===== src/compare_unit_map.vh =====
// Operation
// - compare full count with each compare value
// - match flag sets on the following tick
// - enabled flag requests irq; ack or one clears
// - compare a can set counter top
// - pwm modes buffer compare; others do not
// - buffer moves to compare at top/bottom
// - cpu writes buffer or compare per mode
// - only cpu changes compare; high read direct
// - high byte latched; low write moves sixteen
// - force updates output bit in non-pwm only, no flag, no clear
// - count write blocks matches next tick
// - count written at top runs to max
// - output bit kept across mode changes
// - output mode unbuffered, acts next match
// - reset clears output bits
// - nonzero output mode overrides port value
// - output mode zero leaves bit alone
// - output mode never touches counting sequence
// - output mode one toggles in non-pwm
// - normal mode counts up, wraps to zero
// - normal overflow sets as count hits zero
// - clear-on-match clears at compare a or capture
// - clear-on-match overflow sets on wrap only
`ifndef COMPARE_UNIT_MAP_VH
`define COMPARE_UNIT_MAP_VH

`define ADDR_W       8
`define REG_CTRL_A   8'h00
`define REG_FORCE    8'h04
`define REG_COUNT    8'h08
`define REG_CMPA_LO  8'h0C
`define REG_CMPA_HI  8'h10
`define REG_CMPB_LO  8'h14
`define REG_CMPB_HI  8'h18
`define REG_CAPTURE  8'h1C
`define REG_FLAGS    8'h20
`define REG_MASK     8'h24

`define COM_W        2
`define WGM_LSB      4
`define WGM_MSB      7
`define NFLAGS       3
`define FLAG_OVF     0

`define WGM_NORMAL   4'h0
`define WGM_PC8      4'h1
`define WGM_PC9      4'h2
`define WGM_PC10     4'h3
`define WGM_CTC_A    4'h4
`define WGM_FP8      4'h5
`define WGM_FP9      4'h6
`define WGM_FP10     4'h7
`define WGM_PFC_CAP  4'h8
`define WGM_PFC_A    4'h9
`define WGM_PC_CAP   4'hA
`define WGM_PC_A     4'hB
`define WGM_CTC_CAP  4'hC
`define WGM_FP_CAP   4'hE
`define WGM_FP_A     4'hF

`define TOP_8        16'h00FF
`define TOP_9        16'h01FF
`define TOP_10       16'h03FF
`define CNT_MAX      16'hFFFF
`define CNT_BOTTOM   16'h0000

`define COM_OFF      2'h0
`define COM_TOGGLE   2'h1
`define COM_CLEAR    2'h2
`define COM_SET      2'h3

`define RESP_OKAY    2'h0
`define RESP_SLVERR  2'h2

`define RST_BYTE     8'h00
`define RST_WORD     16'h0000
`define RST_FLAGS    3'h0
`define DATA_ZERO    32'h0000_0000

`endif


===== src/output_compare_waveform_unit.v =====
// Implementation choices: the register offsets and register access over AXI4-Lite.
`timescale 1ns/1ps
`default_nettype none
`include "compare_unit_map.vh"

module output_compare_waveform_unit (
    input  wire                clock,
    input  wire                nrst,
    input  wire                timerTick,
    input  wire [1:0]          portOut,
    input  wire [1:0]          portDir,
    input  wire [2:0]          irqAck,
    input  wire [`ADDR_W-1:0]  awaddr,
    input  wire                awvalid,
    output reg                 awready,
    input  wire [31:0]         wdata,
    input  wire [3:0]          wstrb,
    input  wire                wvalid,
    output reg                 wready,
    output reg  [1:0]          bresp,
    output reg                 bvalid,
    input  wire                bready,
    input  wire [`ADDR_W-1:0]  araddr,
    input  wire                arvalid,
    output reg                 arready,
    output reg  [31:0]         rdata,
    output reg  [1:0]          rresp,
    output reg                 rvalid,
    input  wire                rready,
    output reg  [1:0]          pinOut,
    output reg  [1:0]          pinOe,
    output reg  [2:0]          irqReq
);

localparam NCH = 2;

reg  [7:0]          ctrlA_q;
reg  [15:0]         count_q;
reg                 countDown_q;
reg                 blockMatch_q;
reg  [7:0]          tempHigh_q;
reg  [15:0]         capture_q;
reg  [`NFLAGS-1:0]  flags_q;
reg  [`NFLAGS-1:0]  mask_q;
reg  [`ADDR_W-1:0]  wAddr_q;
reg  [31:0]         wData_q;
reg  [3:0]          wStrb_q;

wire [3:0]          wgm = ctrlA_q[`WGM_MSB:`WGM_LSB];
wire [16*NCH-1:0]   cmpFlat;
wire [16*NCH-1:0]   visFlat;
wire [NCH-1:0]      ocFlat;
wire [NCH-1:0]      matchSet;

reg                 isPwm;
reg                 isDual;
reg                 updAtBottom;
reg  [15:0]         topValue;
reg  [31:0]         rdMux;
reg                 rdMapped;
reg                 wrMapped;
integer             i;

function nonPwmAct;
    input [1:0] com;
    input       cur;
    begin
        case (com)
            `COM_TOGGLE: nonPwmAct = ~cur;
            `COM_CLEAR:  nonPwmAct = 1'b0;
            `COM_SET:    nonPwmAct = 1'b1;
            default:     nonPwmAct = cur;
        endcase
    end
endfunction

// mode decode: top source, pwm class and buffer update point
always @*
begin
    isPwm = 1'b1;
    isDual = 1'b0;
    updAtBottom = 1'b0;
    topValue = `CNT_MAX;
    case (wgm)
        `WGM_NORMAL:  isPwm = 1'b0;
        `WGM_CTC_A:
        begin
            isPwm = 1'b0;
            topValue = cmpFlat[15:0];
        end
        `WGM_CTC_CAP:
        begin
            isPwm = 1'b0;
            topValue = capture_q;
        end
        `WGM_PC8:
        begin
            isDual = 1'b1;
            topValue = `TOP_8;
        end
        `WGM_PC9:
        begin
            isDual = 1'b1;
            topValue = `TOP_9;
        end
        `WGM_PC10:
        begin
            isDual = 1'b1;
            topValue = `TOP_10;
        end
        `WGM_FP8:     topValue = `TOP_8;
        `WGM_FP9:     topValue = `TOP_9;
        `WGM_FP10:    topValue = `TOP_10;
        `WGM_PFC_CAP:
        begin
            isDual = 1'b1;
            updAtBottom = 1'b1;
            topValue = capture_q;
        end
        `WGM_PFC_A:
        begin
            isDual = 1'b1;
            updAtBottom = 1'b1;
            topValue = cmpFlat[15:0];
        end
        `WGM_PC_CAP:
        begin
            isDual = 1'b1;
            topValue = capture_q;
        end
        `WGM_PC_A:
        begin
            isDual = 1'b1;
            topValue = cmpFlat[15:0];
        end
        `WGM_FP_CAP:  topValue = capture_q;
        `WGM_FP_A:    topValue = cmpFlat[15:0];
        default:      isPwm = 1'b0; // reserved code runs like normal
    endcase
end

// a blocked top match lets the counter run on to max and wrap
wire topHit    = (count_q == topValue) && !blockMatch_q;
wire atBottom  = (count_q == `CNT_BOTTOM);
wire atMax     = (count_q == `CNT_MAX);
wire ovfSingle = isPwm ? (topHit || atMax) : atMax;
wire ovfSet    = timerTick && (isDual ? (countDown_q && atBottom) : ovfSingle);
wire updUp     = updAtBottom ? (countDown_q && atBottom) : (!countDown_q && topHit);
wire updEvent  = timerTick && isPwm && (isDual ? updUp : topHit);

// bus write strobes
wire doWrite   = !awready && !wready && !bvalid;
wire wrByte    = doWrite && wStrb_q[0];
wire wrCount   = wrByte && (wAddr_q == `REG_COUNT);
wire wrForce   = wrByte && (wAddr_q == `REG_FORCE);
wire wrFlags   = wrByte && (wAddr_q == `REG_FLAGS);
wire wrHigh    = wrByte && ((wAddr_q == `REG_CMPA_HI) || (wAddr_q == `REG_CMPB_HI));
wire [NCH-1:0] loWr = {wrByte && (wAddr_q == `REG_CMPB_LO),
                       wrByte && (wAddr_q == `REG_CMPA_LO)};

// counter, direction and match blocking
always @(posedge clock or negedge nrst)
begin
    if (!nrst)
    begin
        count_q      <= `RST_WORD;
        countDown_q  <= 1'b0;
        blockMatch_q <= 1'b0;
    end
    else
    begin
        if (wrCount)
            blockMatch_q <= 1'b1;
        else if (timerTick)
            blockMatch_q <= 1'b0;
        if (wrCount)
            count_q <= wData_q[15:0]; // cpu write beats counting
        else if (timerTick)
        begin
            if (isDual && !countDown_q)
            begin
                if (topHit)
                begin
                    countDown_q <= 1'b1;
                    count_q <= count_q - 16'h0001;
                end
                else
                    count_q <= count_q + 16'h0001;
            end
            else if (isDual)
            begin
                if (atBottom)
                begin
                    countDown_q <= 1'b0;
                    count_q <= count_q + 16'h0001;
                end
                else
                    count_q <= count_q - 16'h0001;
            end
            else if (topHit && isPwm)
                count_q <= `CNT_BOTTOM;
            else if (topHit && wgm != `WGM_NORMAL)
                count_q <= `CNT_BOTTOM;
            else
                count_q <= count_q + 16'h0001;
        end
    end
end

genvar g;
generate
    for (g = 0; g < NCH; g = g + 1)
    begin : chan
        reg  [15:0] cmp_q;
        reg  [15:0] buf_q;
        reg         pend_q;
        reg         pendDown_q;
        reg         oc_q;
        // output mode read live, never buffered with the compare value
        wire [1:0]  com = ctrlA_q[g*`COM_W +: `COM_W];
        wire        forceHit = wrForce && wData_q[g];

        always @(posedge clock or negedge nrst)
        begin
            if (!nrst)
            begin
                cmp_q      <= `RST_WORD;
                buf_q      <= `RST_WORD;
                pend_q     <= 1'b0;
                pendDown_q <= 1'b0;
                oc_q       <= 1'b0;
            end
            else
            begin
                if (loWr[g] && isPwm)
                    buf_q <= {tempHigh_q, wData_q[7:0]};
                if (loWr[g] && !isPwm)
                    cmp_q <= {tempHigh_q, wData_q[7:0]};
                else if (updEvent)
                    cmp_q <= buf_q;
                if (timerTick)
                begin
                    // equality seen now acts one tick later
                    pend_q     <= (count_q == cmp_q) && !blockMatch_q;
                    pendDown_q <= countDown_q;
                end
                if (forceHit && !isPwm)
                    oc_q <= nonPwmAct(com, oc_q);
                else if (timerTick && pend_q && com != `COM_OFF)
                begin
                    if (!isPwm)
                        oc_q <= nonPwmAct(com, oc_q);
                    else if (isDual && com[1])
                        oc_q <= pendDown_q ^ com[0];
                    else if (com[1])
                        oc_q <= com[0];
                end
                else if (timerTick && topHit && isPwm && !isDual && com[1])
                    oc_q <= ~com[0];
            end
        end

        assign cmpFlat[g*16 +: 16] = cmp_q;
        assign visFlat[g*16 +: 16] = isPwm ? buf_q : cmp_q;
        assign ocFlat[g]           = oc_q;
        assign matchSet[g]         = timerTick && pend_q;
    end
endgenerate

wire [`NFLAGS-1:0] flagSet = {matchSet, ovfSet};
wire [`NFLAGS-1:0] flagClr = irqAck | (wrFlags ? wData_q[`NFLAGS-1:0] : `RST_FLAGS);

always @*
begin
    wrMapped = 1'b1;
    case (wAddr_q)
        `REG_CTRL_A, `REG_FORCE, `REG_COUNT, `REG_CMPA_LO, `REG_CMPA_HI,
        `REG_CMPB_LO, `REG_CMPB_HI, `REG_CAPTURE, `REG_FLAGS, `REG_MASK:
            wrMapped = 1'b1;
        default:
            wrMapped = 1'b0;
    endcase
end

always @*
begin
    rdMux = `DATA_ZERO;
    rdMapped = 1'b1;
    case (araddr)
        `REG_CTRL_A:  rdMux[7:0] = ctrlA_q;
        `REG_FORCE:   rdMux = `DATA_ZERO;
        `REG_COUNT:   rdMux[15:0] = count_q;
        `REG_CMPA_LO: rdMux[7:0] = visFlat[7:0];
        `REG_CMPA_HI: rdMux[7:0] = visFlat[15:8];
        `REG_CMPB_LO: rdMux[7:0] = visFlat[23:16];
        `REG_CMPB_HI: rdMux[7:0] = visFlat[31:24];
        `REG_CAPTURE: rdMux[15:0] = capture_q;
        `REG_FLAGS:   rdMux[`NFLAGS-1:0] = flags_q;
        `REG_MASK:    rdMux[`NFLAGS-1:0] = mask_q;
        default:      rdMapped = 1'b0;
    endcase
end

// registers, flags, pins and the bus slave
always @(posedge clock or negedge nrst)
begin
    if (!nrst)
    begin
        ctrlA_q    <= `RST_BYTE;
        tempHigh_q <= `RST_BYTE;
        capture_q  <= `RST_WORD;
        flags_q    <= `RST_FLAGS;
        mask_q     <= `RST_FLAGS;
        irqReq     <= `RST_FLAGS;
        pinOut     <= 2'h0;
        pinOe      <= 2'h0;
        wAddr_q    <= `REG_CTRL_A;
        wData_q    <= `DATA_ZERO;
        wStrb_q    <= 4'h0;
        awready    <= 1'b1;
        wready     <= 1'b1;
        bvalid     <= 1'b0;
        bresp      <= `RESP_OKAY;
        arready    <= 1'b1;
        rvalid     <= 1'b0;
        rresp      <= `RESP_OKAY;
        rdata      <= `DATA_ZERO;
    end
    else
    begin
        // a mode change leaves the output bits untouched
        if (wrByte && wAddr_q == `REG_CTRL_A)
            ctrlA_q <= wData_q[7:0];
        if (wrHigh)
            tempHigh_q <= wData_q[7:0];
        if (wrByte && wAddr_q == `REG_CAPTURE)
            capture_q <= wData_q[15:0];
        if (wrByte && wAddr_q == `REG_MASK)
            mask_q <= wData_q[`NFLAGS-1:0];
        flags_q <= (flags_q & ~flagClr) | flagSet;
        irqReq  <= flags_q & mask_q;
        for (i = 0; i < NCH; i = i + 1)
        begin
            pinOut[i] <= (ctrlA_q[i*`COM_W +: `COM_W] != `COM_OFF) ? ocFlat[i] : portOut[i];
            pinOe[i]  <= portDir[i];
        end
        if (awvalid && awready)
        begin
            wAddr_q <= awaddr;
            awready <= 1'b0;
        end
        if (wvalid && wready)
        begin
            wData_q <= wdata;
            wStrb_q <= wstrb;
            wready  <= 1'b0;
        end
        if (doWrite)
        begin
            bvalid <= 1'b1;
            bresp  <= wrMapped ? `RESP_OKAY : `RESP_SLVERR;
        end
        if (bvalid && bready)
        begin
            bvalid  <= 1'b0;
            awready <= 1'b1;
            wready  <= 1'b1;
        end
        if (arvalid && arready)
        begin
            rdata   <= rdMux;
            rresp   <= rdMapped ? `RESP_OKAY : `RESP_SLVERR;
            rvalid  <= 1'b1;
            arready <= 1'b0;
        end
        if (rvalid && rready)
        begin
            rvalid  <= 1'b0;
            arready <= 1'b1;
        end
    end
end

endmodule
`default_nettype wire


===== config.mk =====
export PLATFORM = sky130hd
export DESIGN_NAME = output_compare_waveform_unit
export DESIGN_NICKNAME = d
export VERILOG_FILES = /design/src/output_compare_waveform_unit.v
export VERILOG_INCLUDE_DIRS = /design/src
export SDC_FILE = /design/constraint.sdc
export NUM_CORES = 1
export LEC_CHECK = 0
export BUFFER_PORTS_ARGS = -buffer_cell sky130_fd_sc_hd__buf_2
export CORE_UTILIZATION = 30
export CTS_BUF_LIST = sky130_fd_sc_hd__clkbuf_8
export CTS_CLUSTER_DIAMETER = 40
export DETAILED_ROUTE_END_ITERATION = 7
export PLACE_DENSITY_LB_ADDON = 0.05
export SKIP_LAST_GASP = 1
export SLEW_MARGIN = 20
export SYNTH_ARGS = -nofsm -noshare
export SYNTH_HDL_FRONTEND = slang
export SYNTH_SLANG_ARGS = --single-unit

===== constraint.sdc =====
create_clock -name clock -period 5.4 [get_ports clock]
set_clock_uncertainty 0.05 [all_clocks]
set_input_delay 0.54 -clock clock [delete_from_list [all_inputs] [get_ports clock]]
set_output_delay 0.54 -clock clock [all_outputs]
set_load 0.01 [all_outputs]

; ---- Yosys cells after proc, flatten, opt, wreduce, memory -nomap -nowiden
; Cells that the tools add are included.
; Widths: inputs -> output; s select.
[classes]
addsub = 2
muxes = 62
n_reduce_logical = 86
bitwise = 12
n_eq_ne = 45
[op_table]
columns = cell, n
row1 = $mux 16, 14
row2 = $pmux 16 s5, 1
row3 = $eq 8x5->1 const B, 8
row4 = $eq 16x16->1, 3
row5 = $logic_and 1x1->1, 47
row6 = $mux 1, 39
row7 = $pmux 5 s7, 1
row8 = $eq 8x4->1 const B, 4
row9 = $eq 8x6->1 const B, 4
row10 = $eq 4x4->1 const B, 7
row11 = $pmux 3 s9, 1
row12 = $reduce_bool 2->1, 11
row13 = $reduce_or 10->1, 2
row14 = $add 16x1->16 const B, 1
row15 = $eq 16x16->1 const B, 1
row16 = $eq 4x3->1 const B, 4
row17 = $eq 8x3->1 const B, 2
row18 = $logic_not 16->1, 1
row19 = $logic_not 8->1, 2
row20 = $pmux 8 s2, 1
row21 = $sub 16x1->16 const B, 1
row22 = $reduce_or 12->1, 1
row23 = $ne 5x4->1 const B, 2
row24 = $eq 2x2->1 const B, 4
row25 = 21 further kinds, 45
[word_totals]
output_inout_bits = 48
ff_bits = 182
in_bits = 67
elab_cells = 238

; ---- Longest topological paths before layout
[depth]
ltp_word = 12
mapped_depth = 13

; ---- Least setup slack after synthesis
; OpenSTA, ideal clock, no wires.
[synth_path]
path_type = reg-to-reg
startpoint = reg ctrlA_q[7]
endpoint = reg count_q[14]
arrival_time_ns = 2.966
setup_ns = 0.124
path_slack_ns = 2.260
path_stages_with_launch = 12
required_ns = 5.226
cell_sequence = dfrtp_1 buf_6 or4b_1 a21o_1 a21oi_2 o2111ai_1 or4_4 or4b_1 buf_2 nor3b_1 a211o_1 a21boi_1
[synth_via]
elab_chain_len = 12
word_cells_on_any_way = 37
classes_between = eq/ne (15) / mux (10) / reduce/logical (12)
[synth_rtl]
columns = element, line
row1 = from (decl), output_compare_waveform_unit.v:37  ; reg [7:0] ctrlA_q;
row2 = from (signal assigned), output_compare_waveform_unit.v:309  ; ctrlA_q <= `RST_BYTE;
row3 = from (signal assigned), output_compare_waveform_unit.v:333  ; ctrlA_q <= wData_q[7:0];
row4 = $eq 4x4->1 (tied with other cells), output_compare_waveform_unit.v:84  ; case (wgm)
row5 = $reduce_or 4->1 (no source line) or $reduce_or 2->1 (tied branches), -
row6 = $pmux 16 s5, output_compare_waveform_unit.v:84
row7 = $eq 16x16->1, output_compare_waveform_unit.v:143  ; wire topHit = (count_q == topValue) && !blockMatch_q;
row8 = $logic_and 1x1->1, output_compare_waveform_unit.v:143
row9 = $logic_and 1x1->1 (no source line), -
row10 = $mux 16, output_compare_waveform_unit.v:202  ; else if (topHit && wgm != `WGM_NORMAL)
row11 = $mux 16, output_compare_waveform_unit.v:200  ; else if (topHit && isPwm)
row12 = $mux 16, output_compare_waveform_unit.v:190  ; else if (isDual)
row13 = $mux 16 *, output_compare_waveform_unit.v:180  ; if (isDual && !countDown_q)
row14 = $mux 16 *, output_compare_waveform_unit.v:178  ; else if (timerTick)
row15 = $mux 16 *, output_compare_waveform_unit.v:176  ; if (wrCount)
row16 = to (signal assigned), output_compare_waveform_unit.v:177  ; count_q <= wData_q[15:0];
row17 = to (signal assigned), output_compare_waveform_unit.v:185  ; count_q <= count_q - 16'h0001;
row18 = to (signal assigned), output_compare_waveform_unit.v:195  ; count_q <= count_q + 16'h0001;
row19 = to (decl), output_compare_waveform_unit.v:38  ; reg [15:0] count_q;
; Every way passes the cells marked *; elsewhere a longest branch is shown, timed or not. The select of a mux whose other input is x is not followed.
; A chain may end at the register's enable or synchronous reset.

; ---- Final worst setup path
; Same ends and word-level chain as after synthesis.

==> metrics.yaml <==
cts_tree: "yes"
rsz0062_at_grt: "false"
routed_wl_um: 44800
min-delay-start: "portDir[0]"
clock_latency_ns: 0.53
hp-class: "input pin to flip-flop"
tns_ns: 0
reg2reg_depth: 10
cts_max_level: 4
vias_per_cell: 5.59
final_area_mm2: 0.0127
yosysUniqueCellTypes: 80
cp-end-kind: "flip-flop"
drt_iter0_drc: 707
irDropWorstVdd_v: 0.000289
num_vias: 10500
dp_hpwl_um: 31500
worst-slew-pin-transition_ns: 1.06
slew_viol_final: 0
netSwitchingFraction: 0.450
clk_pin_slew_worst_paths_ns: 0.10
p_int_mw: 2.78
rr_startpoint: "ctrlA_q[7]"
cts_buffers: 17
clock_path_buffers: 2
synthFlopType: "dfrtp_1"
gp_congestion: 0.861
wl_per_cell_um: 23.9
antenna_found_initial: 2
synth_seq_cells: 180
postCtsSetupRepairBufs: 0
required_ns: 5.76
num_rows: 71
setup_viol: 0
timing.fmax_mhz: 246
fin_ws_ns: 1.33
synth_top_cell_by_area: "dfrtp_1"
grt_pass1_wl_um: 68300
netlist.area_leader.share: 0.384
antenna-diode-count: 0
synth.most_common_cell: "dfrtp_1"
slew_headroom: 0.293
crit_type: "flip-flop to flip-flop"
grt_pass1_vias: 10500
cts-resized-gates: 0
drt-pass1-iter-count: 6
cts_hold_buffers: 0
outcome: "complete, no violations"
min_path_cells: 1
ys_warn_count: 0
drc: 0
dpl-instance-area_mm2: 0.0123
critPathArrivalTime_ns: 4.42
avgSynthCellArea_um2: 8.66
port_buffers: 77
root_buffer: "clkbuf_8"
die_area_mm2: 0.0392
switchingPower_mw: 2.27
synthCells: 1332
drive_gt1_frac: 0.180
grt_start_max_net_pins: 104
grt_overflow: 0
synth_commonest_cells: "dfrtp_1 (177), nand2_1 (157), nor2_1 (111), a21oi_1 (100), mux2_2 (86)"
seqPwrFrac: 0.437
syn-cell-area_mm2: 0.0115
synth_area_leaders: "dfrtp_1 (38%), mux2_2 (8.4%), nand2_1 (5.1%)"
timing.final.crit_period_ns: 4.07
clock-sinks: 180
final-hold-violation-count: 0
hold_ws_ns: 0.0655
core_area_mm2: 0.0378
die_w_um: 198
clock_power_share: 0.200
seq_area_frac_synth: 0.391
critical_path.max_fanout: 28
dp.cells: 1841
final_cells: 1873
grt_usage: 0.238
final_net_count: 1419
pwr_density_cell_mw_per_mm2: 397
die_h_um: 198
p_leak_nw: 5.10
top_level_ports: 115
async_reset_ff_frac: 1.00
r2r_end: "count_q[14]"
synth_edf_count: 0
power_frac_comb: 0.363
cap_violations: 0
worstHoldEndpoint: "pinOe[0]"
period_share: 0.753
dp_slack_ns: 1.41
ant_nets: 0
start_util: 0.305
reg2reg_slack_ns: 1.33
area_delta_synth_final_pct: 10.3
cp-start-kind: "flip-flop"
## kinds of logic after synthesis
family / after synthesis / synth area share
flops: 180 / 0.391
mux: 101 / 0.0970
simple gates: 462 / 0.190
other cells: 1 / 0.000325
compound gates: 374 / 0.216
buf+inv: 155 / 0.0590
xor+xnor: 56 / 0.0425
fa+ha+maj: 3 / 0.00326
## how the worst max path moves through the flow
stage	startpoint	end	slack, ns	cells after the start
2_1_floorplan	ctrlA_q[7]	count_q[14]	2.26	11
3_3_place_gp	ctrlA_q[7]	count_q[14]	1.42	10
3_5_place_dp	ctrlA_q[7]	count_q[14]	1.41	10
4_1_cts	ctrlA_q[7]	count_q[14]	1.39	10
5_1_grt	ctrlA_q[7]	count_q[13]	1.14	9
6_report	ctrlA_q[7]	count_q[14]	1.33	10
## layout make-up
type                            count  area, um^2
Clock buffer                       19         262
Clock inverter                     13         134
Fill cell                        4035       25000
Inverter                           32         120
Multi-Input combinational cell   1014        6440
Sequential cell                   180        4510
Tap cell                          511         639
Timing Repair Buffer              104         622
## through the flow
step                utilization  power (mW)
CTS                       0.337        5.09
global route              0.337        5.39
finish                    0.337        5.05
global placement          0.326        4.04
detailed placement        0.326        4.06
floorplan                     -        3.29
## worst max-delay path: stages (launching register included)
cell and delay (ns):
dfrtp_1 0.88, buf_4 0.35, nand2b_1 0.10, o31a_1 0.11, o221ai_1 0.33, o2111ai_1 0.20
or4_4 0.50, or4b_1 0.76, nor3b_1 0.24, a211o_1 0.29, a21boi_1 0.13
## sequential cells by signal (all words and copies together), names as in the netlist, 3 cells and up
| signal | count |
|---|---|
| rdata | 16 |
| wData_q | 16 |
| mask_q | 3 |
| count_q | 16 |
| chan.cmp_q | 32 |
| wAddr_q | 8 |
| flags_q | 3 |
| irqReq | 3 |
| ctrlA_q | 8 |
| chan.buf_q | 32 |
| tempHigh_q | 8 |
| capture_q | 16 |
## per-layer routing
metal	track usage	part of all wire	vias up
met3	0.0450	0.048	41
met1	0.318	0.46	5274
met4	0.0632	0.018	2
li1	-	-	4881
met5	0	0.000067	-
met2	0.390	0.47	263
## layout by cell type, fill, tap and decap left out, types with 9 or more instances in the layout
| master | Yosys | layout |
|---|---|---|
| buf_4 | 18 | 25 |
| nand2_1 | 157 | 156 |
| nand3_1 | 32 | 32 |
| a211oi_1 | 53 | 53 |
| buf_2 | 12 | 76 |
| mux2i_1 | 15 | 15 |
| conb_1 | 1 | 18 |
| nor2_1 | 111 | 108 |
| dfrtp_1 | 177 | 177 |
| o21ai_0 | 66 | 66 |
| a21oi_1 | 100 | 99 |
| nor3_1 | 57 | 57 |
| inv_1 | 32 | 35 |
| xnor2_1 | 50 | 50 |
| and3_1 | 10 | 10 |
| a22oi_1 | 9 | 9 |
| a221oi_1 | 29 | 29 |
| a31oi_1 | 26 | 26 |
| nand4_1 | 11 | 11 |
| nand2b_1 | 11 | 11 |
| clkbuf_8 | 0 | 20 |
| mux2_2 | 86 | 86 |
| nor4_1 | 14 | 13 |
## power by group through the flow
stage                     combinational [mW]  clock [mW]  sequential [mW]
final                                   1.83        1.01             2.21
after global routing                    2.05        1.09             2.25
after CTS                               1.84        1.05             2.19
after detailed placement                1.84           0             2.22
after global placement                  1.82           0             2.22
after floorplan                         1.51           0             1.78
Note: power is estimated with default switching activity, not from simulation.
